`src/shared/acg_consts.vh`:
```
// constants for the audio clock generator: subaddresses, field layout,
// reset values and widths; included by the top design file, defines only
`ifndef ACG_CONSTS_VH
`define ACG_CONSTS_VH

// byte-wide register subaddresses
`define ACG_ADDR_CPF_LOW      8'h30
`define ACG_ADDR_CPF_MID      8'h31
`define ACG_ADDR_CPF_HIGH     8'h32
`define ACG_ADDR_NI_LOW       8'h34
`define ACG_ADDR_NI_MID       8'h35
`define ACG_ADDR_NI_HIGH      8'h36
`define ACG_ADDR_BIT_DIV      8'h38
`define ACG_ADDR_CHAN_DIV     8'h39
`define ACG_ADDR_CTRL         8'h3A

// field widths
`define ACG_CPF_W             18
`define ACG_NI_W              22
`define ACG_RATIO_W           6
`define ACG_CPF_HIGH_W        2
`define ACG_NI_HIGH_W         6

// control register bit positions
`define ACG_CTRL_PLL_OPEN     3
`define ACG_CTRL_VREF_SRC     2
`define ACG_CTRL_CHAN_EDGE    1
`define ACG_CTRL_BIT_EDGE     0
`define ACG_CTRL_W            4

// reset values
`define ACG_RST_BYTE          8'h00
`define ACG_RST_RATIO         6'h00
`define ACG_RST_CTRL          4'h0

// synthesis accumulator and loop correction
`define ACG_ACC_W             24
`define ACG_CORR_W            12

`endif

```
`src/design/acg_audio_clock_gen.v`:
```
// audio clock generator: master clock synthesis locked to the field rate,
// bit clock and channel select clock dividers, byte register file.
// assumes register strobes and decoder vref come from logic on mclk;
// the looped-back master clock and expansion vref are asynchronous pins.
`timescale 1ns/1ns
`include "acg_consts.vh"
module acg_audio_clock_gen #(
	parameter ACC_W  = `ACG_ACC_W,
	parameter CORR_W = `ACG_CORR_W
) (
	input  wire       mclk,
	input  wire       resetn,
	input  wire       ce,
	input  wire [7:0] reg_addr,
	input  wire [7:0] reg_wdata,
	input  wire       reg_wr,
	input  wire       reg_rd,
	output reg  [7:0] reg_rdata,
	input  wire       decoder_vref,
	input  wire       expansion_vref_input,
	input  wire       audio_master_clock_input,
	output reg        audio_master_clock,
	output wire       serial_bit_clock,
	output wire       channel_select_clock
);

	// register file
	reg [`ACG_CPF_W-1:0]   cycles_per_field_reg;
	reg [`ACG_NI_W-1:0]    nominal_increment_reg;
	reg [`ACG_RATIO_W-1:0] bit_clock_ratio_reg;
	reg [`ACG_RATIO_W-1:0] channel_clock_ratio_reg;
	reg [`ACG_CTRL_W-1:0]  control_reg;

	wire pll_open_select;
	wire vref_source_select;
	wire channel_clock_edge_select;
	wire bit_clock_edge_select;

	assign pll_open_select           = control_reg[`ACG_CTRL_PLL_OPEN];
	assign vref_source_select        = control_reg[`ACG_CTRL_VREF_SRC];
	assign channel_clock_edge_select = control_reg[`ACG_CTRL_CHAN_EDGE];
	assign bit_clock_edge_select     = control_reg[`ACG_CTRL_BIT_EDGE];

	always @(posedge mclk or negedge resetn) begin
		if (!resetn) begin
			cycles_per_field_reg    <= {`ACG_CPF_W{1'b0}};
			nominal_increment_reg   <= {`ACG_NI_W{1'b0}};
			bit_clock_ratio_reg     <= `ACG_RST_RATIO;
			channel_clock_ratio_reg <= `ACG_RST_RATIO;
			control_reg             <= `ACG_RST_CTRL;
		end else if (ce && reg_wr) begin
			case (reg_addr)
			`ACG_ADDR_CPF_LOW:
				cycles_per_field_reg[7:0] <= reg_wdata;
			`ACG_ADDR_CPF_MID:
				cycles_per_field_reg[15:8] <= reg_wdata;
			`ACG_ADDR_CPF_HIGH:
				cycles_per_field_reg[17:16] <=
					reg_wdata[`ACG_CPF_HIGH_W-1:0];
			`ACG_ADDR_NI_LOW:
				nominal_increment_reg[7:0] <= reg_wdata;
			`ACG_ADDR_NI_MID:
				nominal_increment_reg[15:8] <= reg_wdata;
			`ACG_ADDR_NI_HIGH:
				nominal_increment_reg[21:16] <=
					reg_wdata[`ACG_NI_HIGH_W-1:0];
			`ACG_ADDR_BIT_DIV:
				bit_clock_ratio_reg <= reg_wdata[`ACG_RATIO_W-1:0];
			`ACG_ADDR_CHAN_DIV:
				channel_clock_ratio_reg <= reg_wdata[`ACG_RATIO_W-1:0];
			`ACG_ADDR_CTRL:
				control_reg <= reg_wdata[`ACG_CTRL_W-1:0];
			default: begin
			end
			endcase
		end
	end

	// read data is registered; unused bits and unmapped addresses read 0
	reg [7:0] rdata_next;
	always @* begin
		rdata_next = 8'h00;
		case (reg_addr)
		`ACG_ADDR_CPF_LOW:  rdata_next = cycles_per_field_reg[7:0];
		`ACG_ADDR_CPF_MID:  rdata_next = cycles_per_field_reg[15:8];
		`ACG_ADDR_CPF_HIGH: rdata_next = {6'h00, cycles_per_field_reg[17:16]};
		`ACG_ADDR_NI_LOW:   rdata_next = nominal_increment_reg[7:0];
		`ACG_ADDR_NI_MID:   rdata_next = nominal_increment_reg[15:8];
		`ACG_ADDR_NI_HIGH:  rdata_next = {2'h0, nominal_increment_reg[21:16]};
		`ACG_ADDR_BIT_DIV:  rdata_next = {2'h0, bit_clock_ratio_reg};
		`ACG_ADDR_CHAN_DIV: rdata_next = {2'h0, channel_clock_ratio_reg};
		`ACG_ADDR_CTRL:     rdata_next = {4'h0, control_reg};
		default:            rdata_next = 8'h00;
		endcase
	end

	always @(posedge mclk or negedge resetn) begin
		if (!resetn)
			reg_rdata <= 8'h00;
		else if (ce && reg_rd)
			reg_rdata <= rdata_next;
	end

	// pin synchronisers; the first stage feeds only the second
	reg amx_s1_reg;
	reg amx_s2_reg;
	reg amx_prev_reg;
	reg xrv_s1_reg;
	reg xrv_s2_reg;

	always @(posedge mclk or negedge resetn) begin
		if (!resetn) begin
			amx_s1_reg   <= 1'b0;
			amx_s2_reg   <= 1'b0;
			amx_prev_reg <= 1'b0;
			xrv_s1_reg   <= 1'b0;
			xrv_s2_reg   <= 1'b0;
		end else if (ce) begin
			amx_s1_reg   <= audio_master_clock_input;
			amx_s2_reg   <= amx_s1_reg;
			amx_prev_reg <= amx_s2_reg;
			xrv_s1_reg   <= expansion_vref_input;
			xrv_s2_reg   <= xrv_s1_reg;
		end
	end

	wire amx_rise;
	wire amx_fall;
	wire bit_tick;

	assign amx_rise = amx_s2_reg & ~amx_prev_reg;
	assign amx_fall = ~amx_s2_reg & amx_prev_reg;
	assign bit_tick = bit_clock_edge_select ? amx_rise : amx_fall;

	acg_clk_div #(
		.RATIO_W (`ACG_RATIO_W)
	) u_bit_div (
		.mclk    (mclk),
		.resetn  (resetn),
		.ce      (ce),
		.tick    (bit_tick),
		.ratio   (bit_clock_ratio_reg),
		.clk_out (serial_bit_clock)
	);

	reg  bit_prev_reg;
	wire chan_tick;

	always @(posedge mclk or negedge resetn) begin
		if (!resetn)
			bit_prev_reg <= 1'b0;
		else if (ce)
			bit_prev_reg <= serial_bit_clock;
	end

	assign chan_tick = channel_clock_edge_select ?
		(serial_bit_clock & ~bit_prev_reg) :
		(~serial_bit_clock & bit_prev_reg);

	acg_clk_div #(
		.RATIO_W (`ACG_RATIO_W)
	) u_chan_div (
		.mclk    (mclk),
		.resetn  (resetn),
		.ce      (ce),
		.tick    (chan_tick),
		.ratio   (channel_clock_ratio_reg),
		.clk_out (channel_select_clock)
	);

	wire vref_level;
	reg  vref_prev_reg;
	wire vref_pulse;

	assign vref_level = vref_source_select ? xrv_s2_reg : decoder_vref;
	assign vref_pulse = vref_level & ~vref_prev_reg;

	always @(posedge mclk or negedge resetn) begin
		if (!resetn)
			vref_prev_reg <= 1'b0;
		else if (ce)
			vref_prev_reg <= vref_level;
	end

	// master clock synthesis: phase accumulator, msb is the clock
	reg  [ACC_W-1:0]      acc_reg;
	reg  signed [CORR_W-1:0] corr_reg;
	reg  [`ACG_CPF_W-1:0] field_cnt_reg;
	wire [`ACG_NI_W-1:0]  inc_eff;
	wire [ACC_W-1:0]      acc_next;
	wire                  own_rise;

	assign inc_eff  = nominal_increment_reg +
		{{(`ACG_NI_W-CORR_W){corr_reg[CORR_W-1]}}, corr_reg};
	assign acc_next = acc_reg + {{(ACC_W-`ACG_NI_W){1'b0}}, inc_eff};
	assign own_rise = acc_next[ACC_W-1] & ~acc_reg[ACC_W-1];

	always @(posedge mclk or negedge resetn) begin
		if (!resetn) begin
			acc_reg            <= {ACC_W{1'b0}};
			audio_master_clock <= 1'b0;
		end else if (ce) begin
			acc_reg            <= acc_next;
			audio_master_clock <= acc_next[ACC_W-1];
		end
	end

	// saturation limits keep an unreachable cycles-per-field target from running the loop away
	localparam signed [CORR_W-1:0] CORR_MAX = {1'b0, {(CORR_W-1){1'b1}}};
	localparam signed [CORR_W-1:0] CORR_MIN = {1'b1, {(CORR_W-1){1'b0}}};
	localparam signed [CORR_W-1:0] CORR_ONE = {{(CORR_W-1){1'b0}}, 1'b1};

	always @(posedge mclk or negedge resetn) begin
		if (!resetn) begin
			field_cnt_reg <= {`ACG_CPF_W{1'b0}};
			corr_reg      <= {CORR_W{1'b0}};
		end else if (ce) begin
			if (vref_pulse)
				field_cnt_reg <= {`ACG_CPF_W{1'b0}};
			else if (own_rise)
				field_cnt_reg <= field_cnt_reg +
					{{(`ACG_CPF_W-1){1'b0}}, 1'b1};
			if (pll_open_select)
				corr_reg <= {CORR_W{1'b0}};
			else if (vref_pulse) begin
				if (field_cnt_reg < cycles_per_field_reg &&
					corr_reg != CORR_MAX)
					corr_reg <= corr_reg + CORR_ONE;
				else if (field_cnt_reg > cycles_per_field_reg &&
					corr_reg != CORR_MIN)
					corr_reg <= corr_reg - CORR_ONE;
			end
		end
	end

endmodule // acg_audio_clock_gen

```
`src/design/acg_clk_div.v`:
```
// toggling clock divider: the output flips once per 'ratio' input ticks
// assumes tick is a one-cycle pulse in the mclk domain
`timescale 1ns/1ns
module acg_clk_div #(
	parameter RATIO_W = 6
) (
	input  wire               mclk,
	input  wire               resetn,
	input  wire               ce,
	input  wire               tick,
	input  wire [RATIO_W-1:0] ratio,
	output reg                clk_out
);

	reg  [RATIO_W-1:0] count_reg;
	wire [RATIO_W-1:0] count_next;
	wire               wrap;

	assign count_next = count_reg + {{(RATIO_W-1){1'b0}}, 1'b1};
	// ratio 0 behaves as 1 so the output never stalls
	assign wrap = (count_next >= ratio);

	always @(posedge mclk or negedge resetn) begin
		if (!resetn) begin
			count_reg <= {RATIO_W{1'b0}};
			clk_out   <= 1'b0;
		end else if (ce && tick) begin
			if (wrap) begin
				count_reg <= {RATIO_W{1'b0}};
				clk_out   <= ~clk_out;
			end else begin
				count_reg <= count_next;
			end
		end
	end

endmodule // acg_clk_div

```
`config.mk`:
```
export PLATFORM = sky130hd
export DESIGN_NAME = acg_audio_clock_gen
export DESIGN_NICKNAME = d
export VERILOG_FILES = /design/src/design/acg_audio_clock_gen.v /design/src/design/acg_clk_div.v
export VERILOG_INCLUDE_DIRS = /design/src /design/src/shared
export SDC_FILE = /design/constraint.sdc
export NUM_CORES = 1
export LEC_CHECK = 0
export ABC_AREA = 0
export BUFFER_PORTS_ARGS = -buffer_cell sky130_fd_sc_hd__buf_2
export CORE_UTILIZATION = 54
export DETAILED_ROUTE_END_ITERATION = 7
export PLACE_DENSITY_LB_ADDON = 0.08
export SYNTH_ARGS = -nofsm -noshare
export SYNTH_HDL_FRONTEND = slang
export SYNTH_HIERARCHICAL = 1
export SYNTH_SLANG_ARGS = --single-unit
export TNS_END_PERCENT = 1
```
`constraint.sdc`:
```
create_clock -name mclk -period 11.1 [get_ports mclk]
set_input_delay 2.775 -clock mclk [delete_from_list [all_inputs] [get_ports mclk]]
set_output_delay 2.775 -clock mclk [all_outputs]
set_load 0.01 [all_outputs]
```
# Yosys cells after proc, flatten, opt, wreduce, memory -nomap -nowiden
# Cells that the tools add are included.
# totals
regBits	140
latchBits	0
ramBits	0
romBits	0
in_bits	24
out_inout_bits	11
elab_cells	94
memories	0
# op_classes
add_sub_neg	7
n_mul	0
div_mod_pow	0
order_cmp	4
n_eq_ne	11
shift	0
muxes	12
bitwise	13
reduce_logical	22
# ops
op	n
8-bit by 6-bit == test with 1-bit output (second input constant)	9
8-bit one-hot mux with 9 select lines	1
12-bit two-way mux	4
18-bit two-way mux	2
24-bit by 22-bit adder with 24-bit output	1
12-bit inequality test (second input constant)	2
2-bit AND reduction	12
22-bit adder	1
18-bit by 1-bit adder with 18-bit output (second input constant)	1
18-bit > comparator	1
18-bit < comparator	1
12-bit by 2-bit adder with 12-bit output (second input constant)	1
6-bit by 1-bit adder with 6-bit output (second input constant)	2
6-bit greater-or-equal comparator	2
6-bit two-way mux	2
12-bit by 2-bit subtractor with 12-bit output (second input constant)	1
1-bit NOT	7
1-bit AND	6
1-bit logical AND	6
2-bit nonzero test	2
1-bit two-way mux	3
3-bit AND reduction	1
3-bit nonzero test	1

# Depth between registers and ports, before layout
# Gate-level depths: netlist (run 1).
# logic_depth
word_depth	6
ltp_mapped	23
mapped_depth_nobuf	23

# Cells and area by module
# The synthesis (run 1) kept the hierarchy.
# by_module_without_submodules
module	instances	cells_each	area_each_um2	seq_area_each_um2
acg_audio_clock_gen	1	870	8515.7	3128.0
acg_clk_div	2	52	525.5	175.2

# Least setup slack after synthesis (run 1)
# Ideal clock, no wire load.
# synth_timing
path_kind	reg-to-reg
from	reg corr_reg[0]
to	reg field_cnt_reg[10]
setup_ns	0.078
t_arrival_ns	4.648
required_time_ns	11.022
setup_slack_ns	6.375
stages_incl_launch_ff	23
n_path_buf	0
period_less_slack_ns	4.725
path_cell_list	dfrtp_1 ha_1 fa_1 a21o_1 a21oi_1 o21ai_0 a31oi_1 o21bai_1 a21oi_1 xnor2_1 ha_1 and3_1 nand2_1 a21oi_1 a21oi_2 a211oi_2 o21bai_1 a21oi_1 ha_1 o2111a_1 nand3_1 or3_1 a21oi_1
# synth_between
elab_chain_cells	5
# synth_lines
element	line_no	rtl
from (decl)	acg_audio_clock_gen.v:187	reg signed [CORR_W-1:0] corr_reg;
from (signal assigned)	acg_audio_clock_gen.v:216	corr_reg <= {CORR_W{1'b0}};
from (signal assigned)	acg_audio_clock_gen.v:224	corr_reg <= {CORR_W{1'b0}};
from (signal assigned)	acg_audio_clock_gen.v:228	corr_reg <= corr_reg + CORR_ONE;
22-bit adder	acg_audio_clock_gen.v:193	assign inc_eff = nominal_increment_reg +
24-bit by 22-bit adder with 24-bit output	acg_audio_clock_gen.v:195	assign acc_next = acc_reg + {{(ACC_W-`ACG_NI_W){1'b0}}, inc_eff};
1-bit AND	acg_audio_clock_gen.v:196	assign own_rise = acc_next[ACC_W-1] & ~acc_reg[ACC_W-1];
2-bit nonzero test (no line)	--	
2-bit AND reduction (no line)	--	
to (signal assigned)	acg_audio_clock_gen.v:215	field_cnt_reg <= {`ACG_CPF_W{1'b0}};
to (signal assigned)	acg_audio_clock_gen.v:219	field_cnt_reg <= {`ACG_CPF_W{1'b0}};
to (signal assigned)	acg_audio_clock_gen.v:221	field_cnt_reg <= field_cnt_reg +
to (decl)	acg_audio_clock_gen.v:188	reg [`ACG_CPF_W-1:0] field_cnt_reg;
# No other way between the ends.
# A chain may end at the register's enable or synchronous reset.

# Worst setup path in the final report (run 1)
# layout_timing
from	in ce
to	reg corr_reg[11]
# layout_between
elab_chain_cells	1
# layout_lines
element	line_no	rtl
from (decl)	acg_audio_clock_gen.v:13	input wire ce,
3-bit AND reduction (no line)	--	
# No other way between the ends.

==> results of run 1 <==
power by group:
| group | switching (mW) | internal [mW] | total [mW] |
|---|---|---|---|
| Clock | 0.239 | 0.349 | 0.588 |
| Sequential | 0.0931 | 0.599 | 0.692 |
| Combinational | 0.663 | 0.549 | 1.21 |
| Total | 0.995 | 1.50 | 2.49 |
metal layers:
layer | up-vias | part of all wire, % | global-route usage, %
li1 | 3696 | - | -
met1 | 3592 | 48 | 35.3
met5 | - | 0 | 0
met2 | 164 | 46 | 40.2
met3 | 20 | 4.4 | 4.32
met4 | 0 | 1.2 | 6.05
kinds of logic after synthesis:
| logic type | Yosys count | share of synthesized area, % |
|---|---|---|
| AND/OR/NAND/NOR | 274 | 14.7 |
| AO/OA/AOI/OAI | 253 | 18.4 |
| flip-flops | 139 | 36.4 |
| adder cells (fa/ha/maj) | 91 | 12.1 |
| multiplexers | 88 | 10.2 |
| buffers and inverters | 71 | 2.85 |
| XOR/XNOR | 58 | 5.31 |
path summary, 6_finish.rpt:
path / startpoint / endpoint / slack (ps) / cells after the start
min in group asynchronous: resetn / u_chan_div/count_reg[0] / 2410 / 1
max: ce / corr_reg[11] / 5300 / 6
max reg2reg: corr_reg[0] / field_cnt_reg[12] / 5510 / 22
min reg2reg: u_chan_div/clk_out / u_chan_div/clk_out / 470 / 1
min: u_chan_div/clk_out / u_chan_div/clk_out / 470 / 1
max in group asynchronous: resetn / bit_clock_ratio_reg[2] / 7430 / 2
per-stage QoR:
| stage | area [um2] | utilization, % | power (mW) |
|---|---|---|---|
| 2_1_floorplan | 9570 | - | 1.66 |
| 3_3_place_gp | 9970 | 57.7 | 1.89 |
| 3_5_place_dp | 9970 | 57.7 | 1.91 |
| 4_1_cts | 10600 | 61.2 | 2.50 |
| 5_1_grt | 10600 | 61.2 | 2.69 |
| 6_report | 10600 | 61.2 | 2.49 |
cells in the mapped netlist, types with 8 or more instances:
cell,count
mux2_2,74
dfrtp_1,139
xnor2_1,29
a22oi_1,18
nand3_1,29
and3_1,9
clkbuf_1,9
xor2_1,29
ha_1,88
or3_1,8
o2bb2ai_1,11
inv_1,51
a21oi_1,68
o21ai_0,38
mux2i_1,12
nand2b_1,11
a211oi_1,8
a21o_1,21
a22o_1,17
nor3_1,26
nor2_1,75
nand4_1,19
nand2_1,50
worst max-delay path: cells and delay by family:
family / cells / cell delay (ps)
buf+inv: 3 / 1300
compound gates: 2 / 1000
simple gates: 1 / 1020
area by class of cell:
class | instances | area [um2] | area share (%)
Inverter | 54 | 203 | 1.92
Clock inverter | 13 | 156 | 1.48
Multi-Input combinational cell | 764 | 5820 | 55.0
Timing Repair Buffer | 36 | 191 | 1.81
Sequential cell | 139 | 3480 | 32.9
Clock buffer | 19 | 453 | 4.28
Tap cell | 225 | 282 | 2.66
==> results.tsv, run 1 <==
stage	metric	value	unit
run_status	outcome	complete, no violations	
layout	stdcell_count	1250	
clock_tree	clock_latency	420	ps
place	dpl_worst_slack	4760	ps
sta	period_needed	5800	ps
pwr	powerDensity	235	mW/mm2
floorplanning	core-area	0.0173	mm2
sta	worst_slack	5300	ps
layout	largest_reg_flops	23	
synth	syn_avg_cell_area	9.82	um2
critical_path	cp_max_fo	52	
synth	synth_top_area_cell	dfrtp_1	
critical_path	max_stage_delay	1020	ps
sta	setup_tns	0	ps
synth	synthFlopType	dfrtp_1	
clock_tree	cts-root-buf	clkbuf_16	
detailed_routing	wl	21800	um
clock_tree	clock_path_buffers	2	
layout	drive_gt1_share	16.9	%
synth	ys_seq_area_share	36.4	%
grt	grt_overflow	0	
floorplanning	start_util	55.3	%
synth	synth_cell_type_count	80	
sta	drv_slew	0	
synth	async_reset_ff_share	100	%
floorplanning	fp.dieW	135	um
grt	track_usage	25.1	%
sta	clock.fmax	172	MHz
critical_path	cp_slowest_cell	nor3_2	
sta	setup_viol	0	
clock_tree	clkTransAtPathRegs	60	ps
hold_path	hp-class	reg2reg	
layout	n_fill_cell	1477	
synth	synthDominantCellAreaShare	36.4	%
critical_path	critPathLaunchType	input port	
synth	netlist_instances	974	
place	placedCellCount	1218	
grt	antenna_found_initial	0	
sta	slew_headroom	23.8	%
critical_path	arrival	6110	ps
grt	grt_max_degree	85	
critical_path	worstPathCellList	buf_2 -> buf_4 -> clkinv_1 -> nor3_2 -> a22oi_1 -> a221o_1	
critical_path	worstPathRequired	11410	ps
place	portBuffers	34	
pwr	ir_drop	0.166	mV
synth	synth-edff-count	0	
clock_tree	postCtsHoldBufs	0	
detailed_routing	dr.pass1.iters	5	
pwr	p_leak	4.98	nW
critical_path	critPathCaptureType	flop	
sta	whs	473	ps
sta	clock_skew	7.35	ps
detailed_routing	dr_total_vias	7472	
floorplanning	boundaryPins	35	
synth	synth_area	0.00957	mm2
clock_tree	post_cts_resize_count	0	
flow_run	maxCapViolCount	0	
floorplanning	dieArea	0.0183	mm2
sta	finalHoldViolations	0	
layout	layout_commonest_cell	dfrtp_1	
detailed_routing	wl_per_cell	17.5	um
sta	rsz0062_at_grt	no	
synth	synth_area_leaders	dfrtp_1 (36%), ha_1 (12%), mux2_2 (8.7%), a21oi_1 (3.6%), nor2_1 (2.9%)	
detailed_routing	drt_iter0_drc	490	
detailed_routing	drc	0	
sta	timing.final.crit_share	52.3	%
layout	antenna_cells	0	
clock_tree	cts_tree	done	
clock_tree	clock-sinks	139	
detailed_routing	drt-vias-per-instance	5.98	
place	dp_hpwl	16100	um
layout	syn_to_final_growth	10.6	%
grt	first_global_vias	7093	
critical_path	critPathKind	in2reg	
place	gp_congestion	0.856	
clock_tree	numCtsBuffers	17	
grt	grt_pass1_wl	35900	um
clock_tree	htreeDepth	4	
synth	ys.warnings.count	6	
floorplanning	die-height	135	um
clock_tree	cts_post_setup_buffers_inserted	0	
detailed_routing	antenna_left	0	
layout	layout_common_cells	dfrtp_1 (139), ha_1 (88), nor2_1 (75), mux2_2 (74), a21oi_1 (68)	
synth	synth.ff_latch_count	139	
synth	synth_nets	1089	
layout	final_nets	1127	
sta	worst_pin_slew	1130	ps
floorplanning	rows	48	
Power figures use the tool's default switching activity.
==> run 2, diff against run 1 <==
--- a/config.mk
+++ b/config.mk
@@ -6,7 +6,7 @@
 export SDC_FILE = /design/constraint.sdc
 export NUM_CORES = 1
 export LEC_CHECK = 0
-export ABC_AREA = 0
+export ABC_AREA = 1
 export BUFFER_PORTS_ARGS = -buffer_cell sky130_fd_sc_hd__buf_2
 export CORE_UTILIZATION = 54
 export DETAILED_ROUTE_END_ITERATION = 7
==> constraint.sdc (replaced) <==
create_clock -name mclk -period 5.2 [get_ports mclk]
set_input_delay 1.3 -clock mclk [delete_from_list [all_inputs] [get_ports mclk]]
set_output_delay 1.3 -clock mclk [all_outputs]
set_load 0.01 [all_outputs]
==> run 2 against run 1 <==
  * The run now ends with design-rule violations left
  * Sequential share of layout area is 1.6 points lower
  * Cell area increased by 5.2%
  * Total power increased by 130%
  * Sequential cell count stayed put
  * Clock skew rose by 5.3 ps
  * Area after synthesis is 6.2% higher
  * Die area is 6.1% higher
  * Routed wire length rose by 16%
  * Via count is 23% higher
  * Global-route usage up 2.3 points
  * Setup slack got worse by 4700 ps
  * Critical endpoint is now field_cnt_reg[9]
  * Largest power group unchanged
==> results.tsv, run 2 <==
stage	metric	value	unit
detailed_routing	dr_total_vias	9198	
floorplanning	die-height	139	um
sta	clock.fmax	217	MHz
synth	synth.ff_latch_count	139	
layout	final_nets	1549	
clock_tree	clock_latency	420	ps
sta	worst_slack	596	ps
place	dp_hpwl	19100	um
synth	ys.warnings.count	6	
synth	netlist_instances	1395	
layout	n_fill_cell	1738	
layout	layout_common_cells	nand2_1 (421), inv_1 (157), dfrtp_1 (139), o21ai_0 (100), nor2_1 (93)	
clock_tree	postCtsHoldBufs	0	
grt	grt_max_degree	109	
clock_tree	cts_tree	done	
pwr	p_leak	5.71	nW
pwr	intPower	3.18	mW
grt	grt_pass1_wl	42400	um
floorplanning	core-area	0.0182	mm2
clock_tree	clock_path_buffers	2	
sta	slew_headroom	32.0	%
grt	first_global_vias	8583	
place	gp_congestion	0.903	
clock_tree	cts-root-buf	clkbuf_16	
run_status	outcome	complete, but fails checks	
floorplanning	dieArea	0.0194	mm2
floorplanning	rows	49	
clock_tree	cts_post_setup_buffers_inserted	0	
pwr	pwr-share-seq	26.3	%
synth	synth_cell_type_count	50	
critical_path	worstPathRequired	5530	ps
floorplanning	boundaryPins	35	
sta	timing.final.crit_share	88.5	%
sta	setup_viol	0	
critical_path	critPathLaunchType	flop	
layout	largest_reg_flops	23	
clock_tree	post_cts_resize_count	0	
critical_path	path_buf_inv	1	
critical_path	critPathKind	reg2reg	
pwr	power.switching	2.61	mW
synth	yosys-top-cells-count	nand2_1 (421), inv_1 (157), dfrtp_1 (139), o21ai_0 (100), nor2_1 (93)	
hold_path	hp-class	reg2reg	
clock_tree	clock-sinks	139	
sta	finalHoldViolations	0	
flow_run	maxCapViolCount	0	
critical_path	max_stage_delay	460	ps
pwr	powerDensity	520	mW/mm2
detailed_routing	drc	3	
pwr	combPwrFrac	52.8	%
clock_tree	htreeDepth	4	
detailed_routing	drt-vias-per-instance	5.49	
synth	synth_nets	1510	
clock_tree	numCtsBuffers	17	
sta	setup_tns	0	ps
grt	track_usage	27.4	%
grt	grt_overflow	0	
sta	clock_skew	12.7	ps
pwr	ir_drop	0.536	mV
synth	synth_top_area_cell	dfrtp_1	
sta	period_needed	4600	ps
layout	layout_commonest_cell	nand2_1	
detailed_routing	wl_per_cell	15.2	um
layout	drive_gt1_share	7.95	%
synth	async_reset_ff_share	100	%
sta	worst_pin_slew	1020	ps
sta	drv_slew	0	
critical_path	arrival	4930	ps
place	portBuffers	34	
synth	ys_seq_area_share	34.2	%
grt	antenna_found_initial	0	
detailed_routing	wl	25400	um
critical_path	critPathCaptureType	flop	
run_status	violations	design-rule violations	
floorplanning	start_util	55.8	%
pwr	switching_share	45.1	%
synth	yosys.cell_count.top_type	nand2_1	
synth	synth_area	0.0102	mm2
place	dpl_worst_slack	737	ps
synth	synth_area_leaders	dfrtp_1 (34%), nand2_1 (16%), ha_1 (11%), inv_1 (5.8%), o21ai_0 (4.9%)	
synth	synthFlopType	dfrtp_1	
critical_path	worstPathCellList	ha_1 -> fa_1 -> nand3_1 -> nand2_1 -> a21boi_0 -> o21ai_1 -> xor2_1 -> ha_1 -> nand2_1 -> nor2_1 -> nand2_1 -> or2_2 -> nand2_1 -> nand3_1 -> nand2_1 -> ha_1 -> nand2_1 -> inv_1 -> nor2_2 -> nor2_4 -> nand2_1 -> nor2_1 -> a21oi_1 -> nor3_1	
sta	rsz0062_at_grt	no	
synth	synth-edff-count	0	
layout	antenna_cells	0	
critical_path	cp_max_fo	5	
layout	syn_to_final_growth	9.65	%
critical_path	cp_slowest_cell	fa_1	
detailed_routing	drt_iter0_drc	599	
pwr	clkPwrFrac	20.9	%
critical_path	cp_top_family	simple AND/OR/NAND/NOR gates	
detailed_routing	dr.pass1.iters	7	
detailed_routing	antenna_left	0	
synth	synthDominantCellAreaShare	34.2	%
floorplanning	fp.dieW	139	um
synth	syn_avg_cell_area	7.28	um2
critical_path	crit_path_frequent_cell	nand2_1	
clock_tree	clkTransAtPathRegs	60	ps
-- run 2: through the flow --
step | hold WS, ps | util [%] | instances | power, mW | area [um2]
after CTS | 478 | 61.2 | 1676 | 5.80 | 11100
after global placement | 459 | 58.0 | 1644 | 4.52 | 10600
after global routing | 502 | 61.2 | 1676 | 6.32 | 11100
final | 474 | 61.2 | 1676 | 5.79 | 11100
after detailed placement | 463 | 58.0 | 1644 | 4.56 | 10600
after floorplan | 442 | - | 1395 | 3.91 | 10200
-- run 2: worst min-delay path: cells and delay by family (launching register included) --
family	cells	cell delay [ps]
DFF	1	330
and+or+nand+nor	2	100
-- run 2: layout make-up --
class	count	area, um2	area share [%]
clock inverters	14	144	1.29
flip-flops and latches	139	3480	31.2
well taps	229	287	2.57
inverters	167	627	5.63
clock buffers	18	439	3.94
repair buffers	37	199	1.79
multi-input cells	1072	5960	53.5
-- run 2: kinds of logic (layout without fill, tap and decap cells) --
kind of cell    count (synthesis)  after routing  share of synthesized area, %
flops                         139            139                          34.2
fa+ha+maj                      91             91                          11.4
simple gates                  692            692                          29.6
xor+xnor                       47             47                          4.05
compound gates                242            242                          13.6
buf+inv                       184            236                          7.05
-- run 2: final timing paths --
path	from	end	slack (ps)	cells after the start
max in group asynchronous	resetn	corr_reg[9]	3120	2
setup / recovery	corr_reg[0]	field_cnt_reg[9]	600	24
setup reg to reg	corr_reg[0]	field_cnt_reg[9]	600	24
hold reg to reg	reg_rdata[1]	reg_rdata[1]	470	2
min in group asynchronous	resetn	acc_reg[16]	1010	1
hold / removal	reg_rdata[1]	reg_rdata[1]	470	2
-- run 2: power groups by stage --
stage                     Clock [mW]  Sequential [mW]  Combinational, mW
after floorplan                    0             1.47               2.43
after global placement             0             1.53               2.99
after detailed placement           0             1.54               3.02
after CTS                       1.23             1.52               3.05
after global routing            1.27             1.55               3.50
final                           1.21             1.52               3.06
-- run 2: metal layers --
metal	track usage, %	share of wire [%]	vias up
met5	0	0	-
met4	7.02	1.3	0
met3	4.97	4.5	26
met2	43.8	46	200
met1	38.4	48	4283
li1	-	-	4689
==> run 3, diff against run 2 <==
--- a/config.mk
+++ b/config.mk
@@ -8,7 +8,7 @@
 export LEC_CHECK = 0
 export ABC_AREA = 1
 export BUFFER_PORTS_ARGS = -buffer_cell sky130_fd_sc_hd__buf_2
-export CORE_UTILIZATION = 54
+export CORE_UTILIZATION = 52
 export DETAILED_ROUTE_END_ITERATION = 7
 export PLACE_DENSITY_LB_ADDON = 0.08
 export SYNTH_ARGS = -nofsm -noshare
==> run 3 against run 2 <==
  * The flow now finishes without violations
  * Hold slack improved by 3.8 ps
  * Cell count up 1.8%
  * Register-to-register slack worse by 40 ps
  * Clock skew fell by 3.5 ps
  * Sequential cell count is the same
  * Die area rose by 3.8%
  * Cell area up 0.10%
  * Highest routed layer unchanged
==> results.tsv, run 3 (synthesis gave the netlist of run 2 again) <==
stage	metric	value	unit
run_status	outcome	complete, no violations	
place	dp_hpwl	19300	um
critical_path	critPathLaunchType	flop	
detailed_routing	drt_iter0_drc	614	
pwr	powerDensity	515	mW/mm2
layout	largest_reg_flops	23	
sta	period_needed	4640	ps
place	portBuffers	34	
pwr	ir_drop	0.466	mV
detailed_routing	antenna_left	0	
clock_tree	postCtsHoldBufs	0	
floorplanning	core-area	0.0189	mm2
clock_tree	clkTransAtPathRegs	70	ps
floorplanning	dieArea	0.0201	mm2
grt	antenna_found_initial	0	
layout	layout_common_cells	nand2_1 (421), inv_1 (157), dfrtp_1 (139), o21ai_0 (100), nor2_1 (93)	
sta	rsz0062_at_grt	no	
critical_path	critPathKind	reg2reg	
sta	setup_tns	0	ps
clock_tree	cts-root-buf	clkbuf_16	
pwr	p_leak	5.69	nW
floorplanning	fp.dieW	142	um
clock_tree	numCtsBuffers	17	
sta	drv_slew	0	
floorplanning	die-height	142	um
detailed_routing	drt-vias-per-instance	5.36	
layout	syn_to_final_growth	9.76	%
layout	final_util	59.0	%
floorplanning	boundaryPins	35	
sta	timing.final.crit_share	89.3	%
detailed_routing	wl	25500	um
layout	drive_gt1_share	7.95	%
layout	antenna_cells	0	
hold_path	holdCritStartpoint	xrv_s1_reg	
hold_path	hp-class	reg2reg	
detailed_routing	wl_per_cell	14.9	um
grt	grt_max_degree	106	
critical_path	cp_top_family	simple AND/OR/NAND/NOR gates	
critical_path	critPathCaptureType	flop	
critical_path	reg2regPathDepth	26	
grt	grt_overflow	0	
floorplanning	start_util	53.8	%
place	gp_congestion	0.901	
sta	finalHoldViolations	0	
critical_path	rrSetupSlack	560	ps
grt	first_global_vias	8510	
hold_path	min_to	xrv_s1_reg	
clock_tree	htreeDepth	4	
critical_path	critical_path.reg2reg.startpoint	corr_reg[0]	
clock_tree	cts_post_setup_buffers_inserted	0	
sta	worst_pin_slew	996	ps
critical_path	arrival	5010	ps
clock_tree	clock_latency	430	ps
clock_tree	clock-sinks	139	
sta	setup_viol	0	
hold_path	hold_path_depth	2	
detailed_routing	dr_total_vias	9143	
clock_tree	post_cts_resize_count	0	
critical_path	worstPathRequired	5570	ps
critical_path	r2r-end	field_cnt_reg[15]	
layout	layout_commonest_cell	nand2_1	
layout	n_fill_cell	1842	
critical_path	cp_slowest_cell	fa_1	
critical_path	max_stage_delay	460	ps
grt	grt_pass1_wl	42100	um
detailed_routing	drc	0	
sta	clock_skew	9.22	ps
grt	track_usage	26.7	%
critical_path	crit_path_frequent_cell	nand2_1	
detailed_routing	dr.pass1.iters	8	
flow_run	maxCapViolCount	0	
clock_tree	cts_tree	done	
layout	final_nets	1549	
floorplanning	rows	50	
sta	slew_headroom	33.6	%
clock_tree	clock_path_buffers	2	
sta	clock.fmax	215	MHz
critical_path	cp_max_fo	11	
critical_path	path_buf_inv	2	
sta	whs	478	ps
## run 3: routing by layer
layer | vias up | share of wire, % | GRT usage, %
met5 | - | 0 | 0
met4 | 0 | 0.75 | 4.92
met3 | 19 | 4.4 | 4.56
met2 | 209 | 46 | 43.5
met1 | 4238 | 49 | 37.5
li1 | 4677 | - | -
## run 3: layout make-up
class                   count  area (um2)  area share (%)
multi-input cells        1072        5960            53.5
flip-flops and latches    139        3480            31.2
inverters                 167         627            5.62
clock buffers              17         425            3.82
well taps                 260         325            2.92
repair buffers             37         199            1.78
clock inverters            15         130            1.17
## run 3: power by group
part	internal (mW)	total, mW	leakage (nW)	switching, mW
Clock	0.626	1.16	0.258	0.536
Sequential	1.30	1.52	1.85	0.229
Combinational	1.17	3.06	3.58	1.89
Total	3.09	5.74	5.69	2.66
## run 3: worst max-delay path by stage
stage,from,end,cells after the start
after floorplan,corr_reg[0],field_cnt_reg[6],26
after global placement,corr_reg[0],field_cnt_reg[15],26
after detailed placement,corr_reg[0],field_cnt_reg[15],26
after CTS,corr_reg[0],field_cnt_reg[15],26
after global routing,corr_reg[0],field_cnt_reg[9],26
final,corr_reg[0],field_cnt_reg[15],26
## run 3: stage by stage
| step | total power, mW | worst slack, ps | cell area, um2 | instances |
|---|---|---|---|---|
| 3_3_place_gp | 4.53 | 709 | 10600 | 1675 |
| 5_1_grt | 6.28 | 91.0 | 11100 | 1707 |
| 2_1_floorplan | 3.91 | 1370 | 10200 | 1395 |
| 3_5_place_dp | 4.56 | 620 | 10600 | 1675 |
| 6_report | 5.74 | 558 | 11100 | 1707 |
| 4_1_cts | 5.75 | 589 | 11100 | 1707 |
## run 3: worst register-to-register path, stage by stage (launching register included)
cell	delay, ps
dfrtp_1	440
ha_1	270
fa_1	460
nand3_1	110
nand2_1	110
a21boi_0	300
o21ai_1	160
a21oi_1	190
xnor2_1	90
ha_1	360
nand2_1	100
nor2_1	130
nand2_1	50
or2_2	300
nand2_1	80
nand3_1	60
nand2_1	130
ha_1	210
nand2_1	60
inv_1	100
nor2_2	70
buf_4	180
nor2_4	140
nand4_2	130
o21ai_0	190
nand2_1	60
nor2_1	80
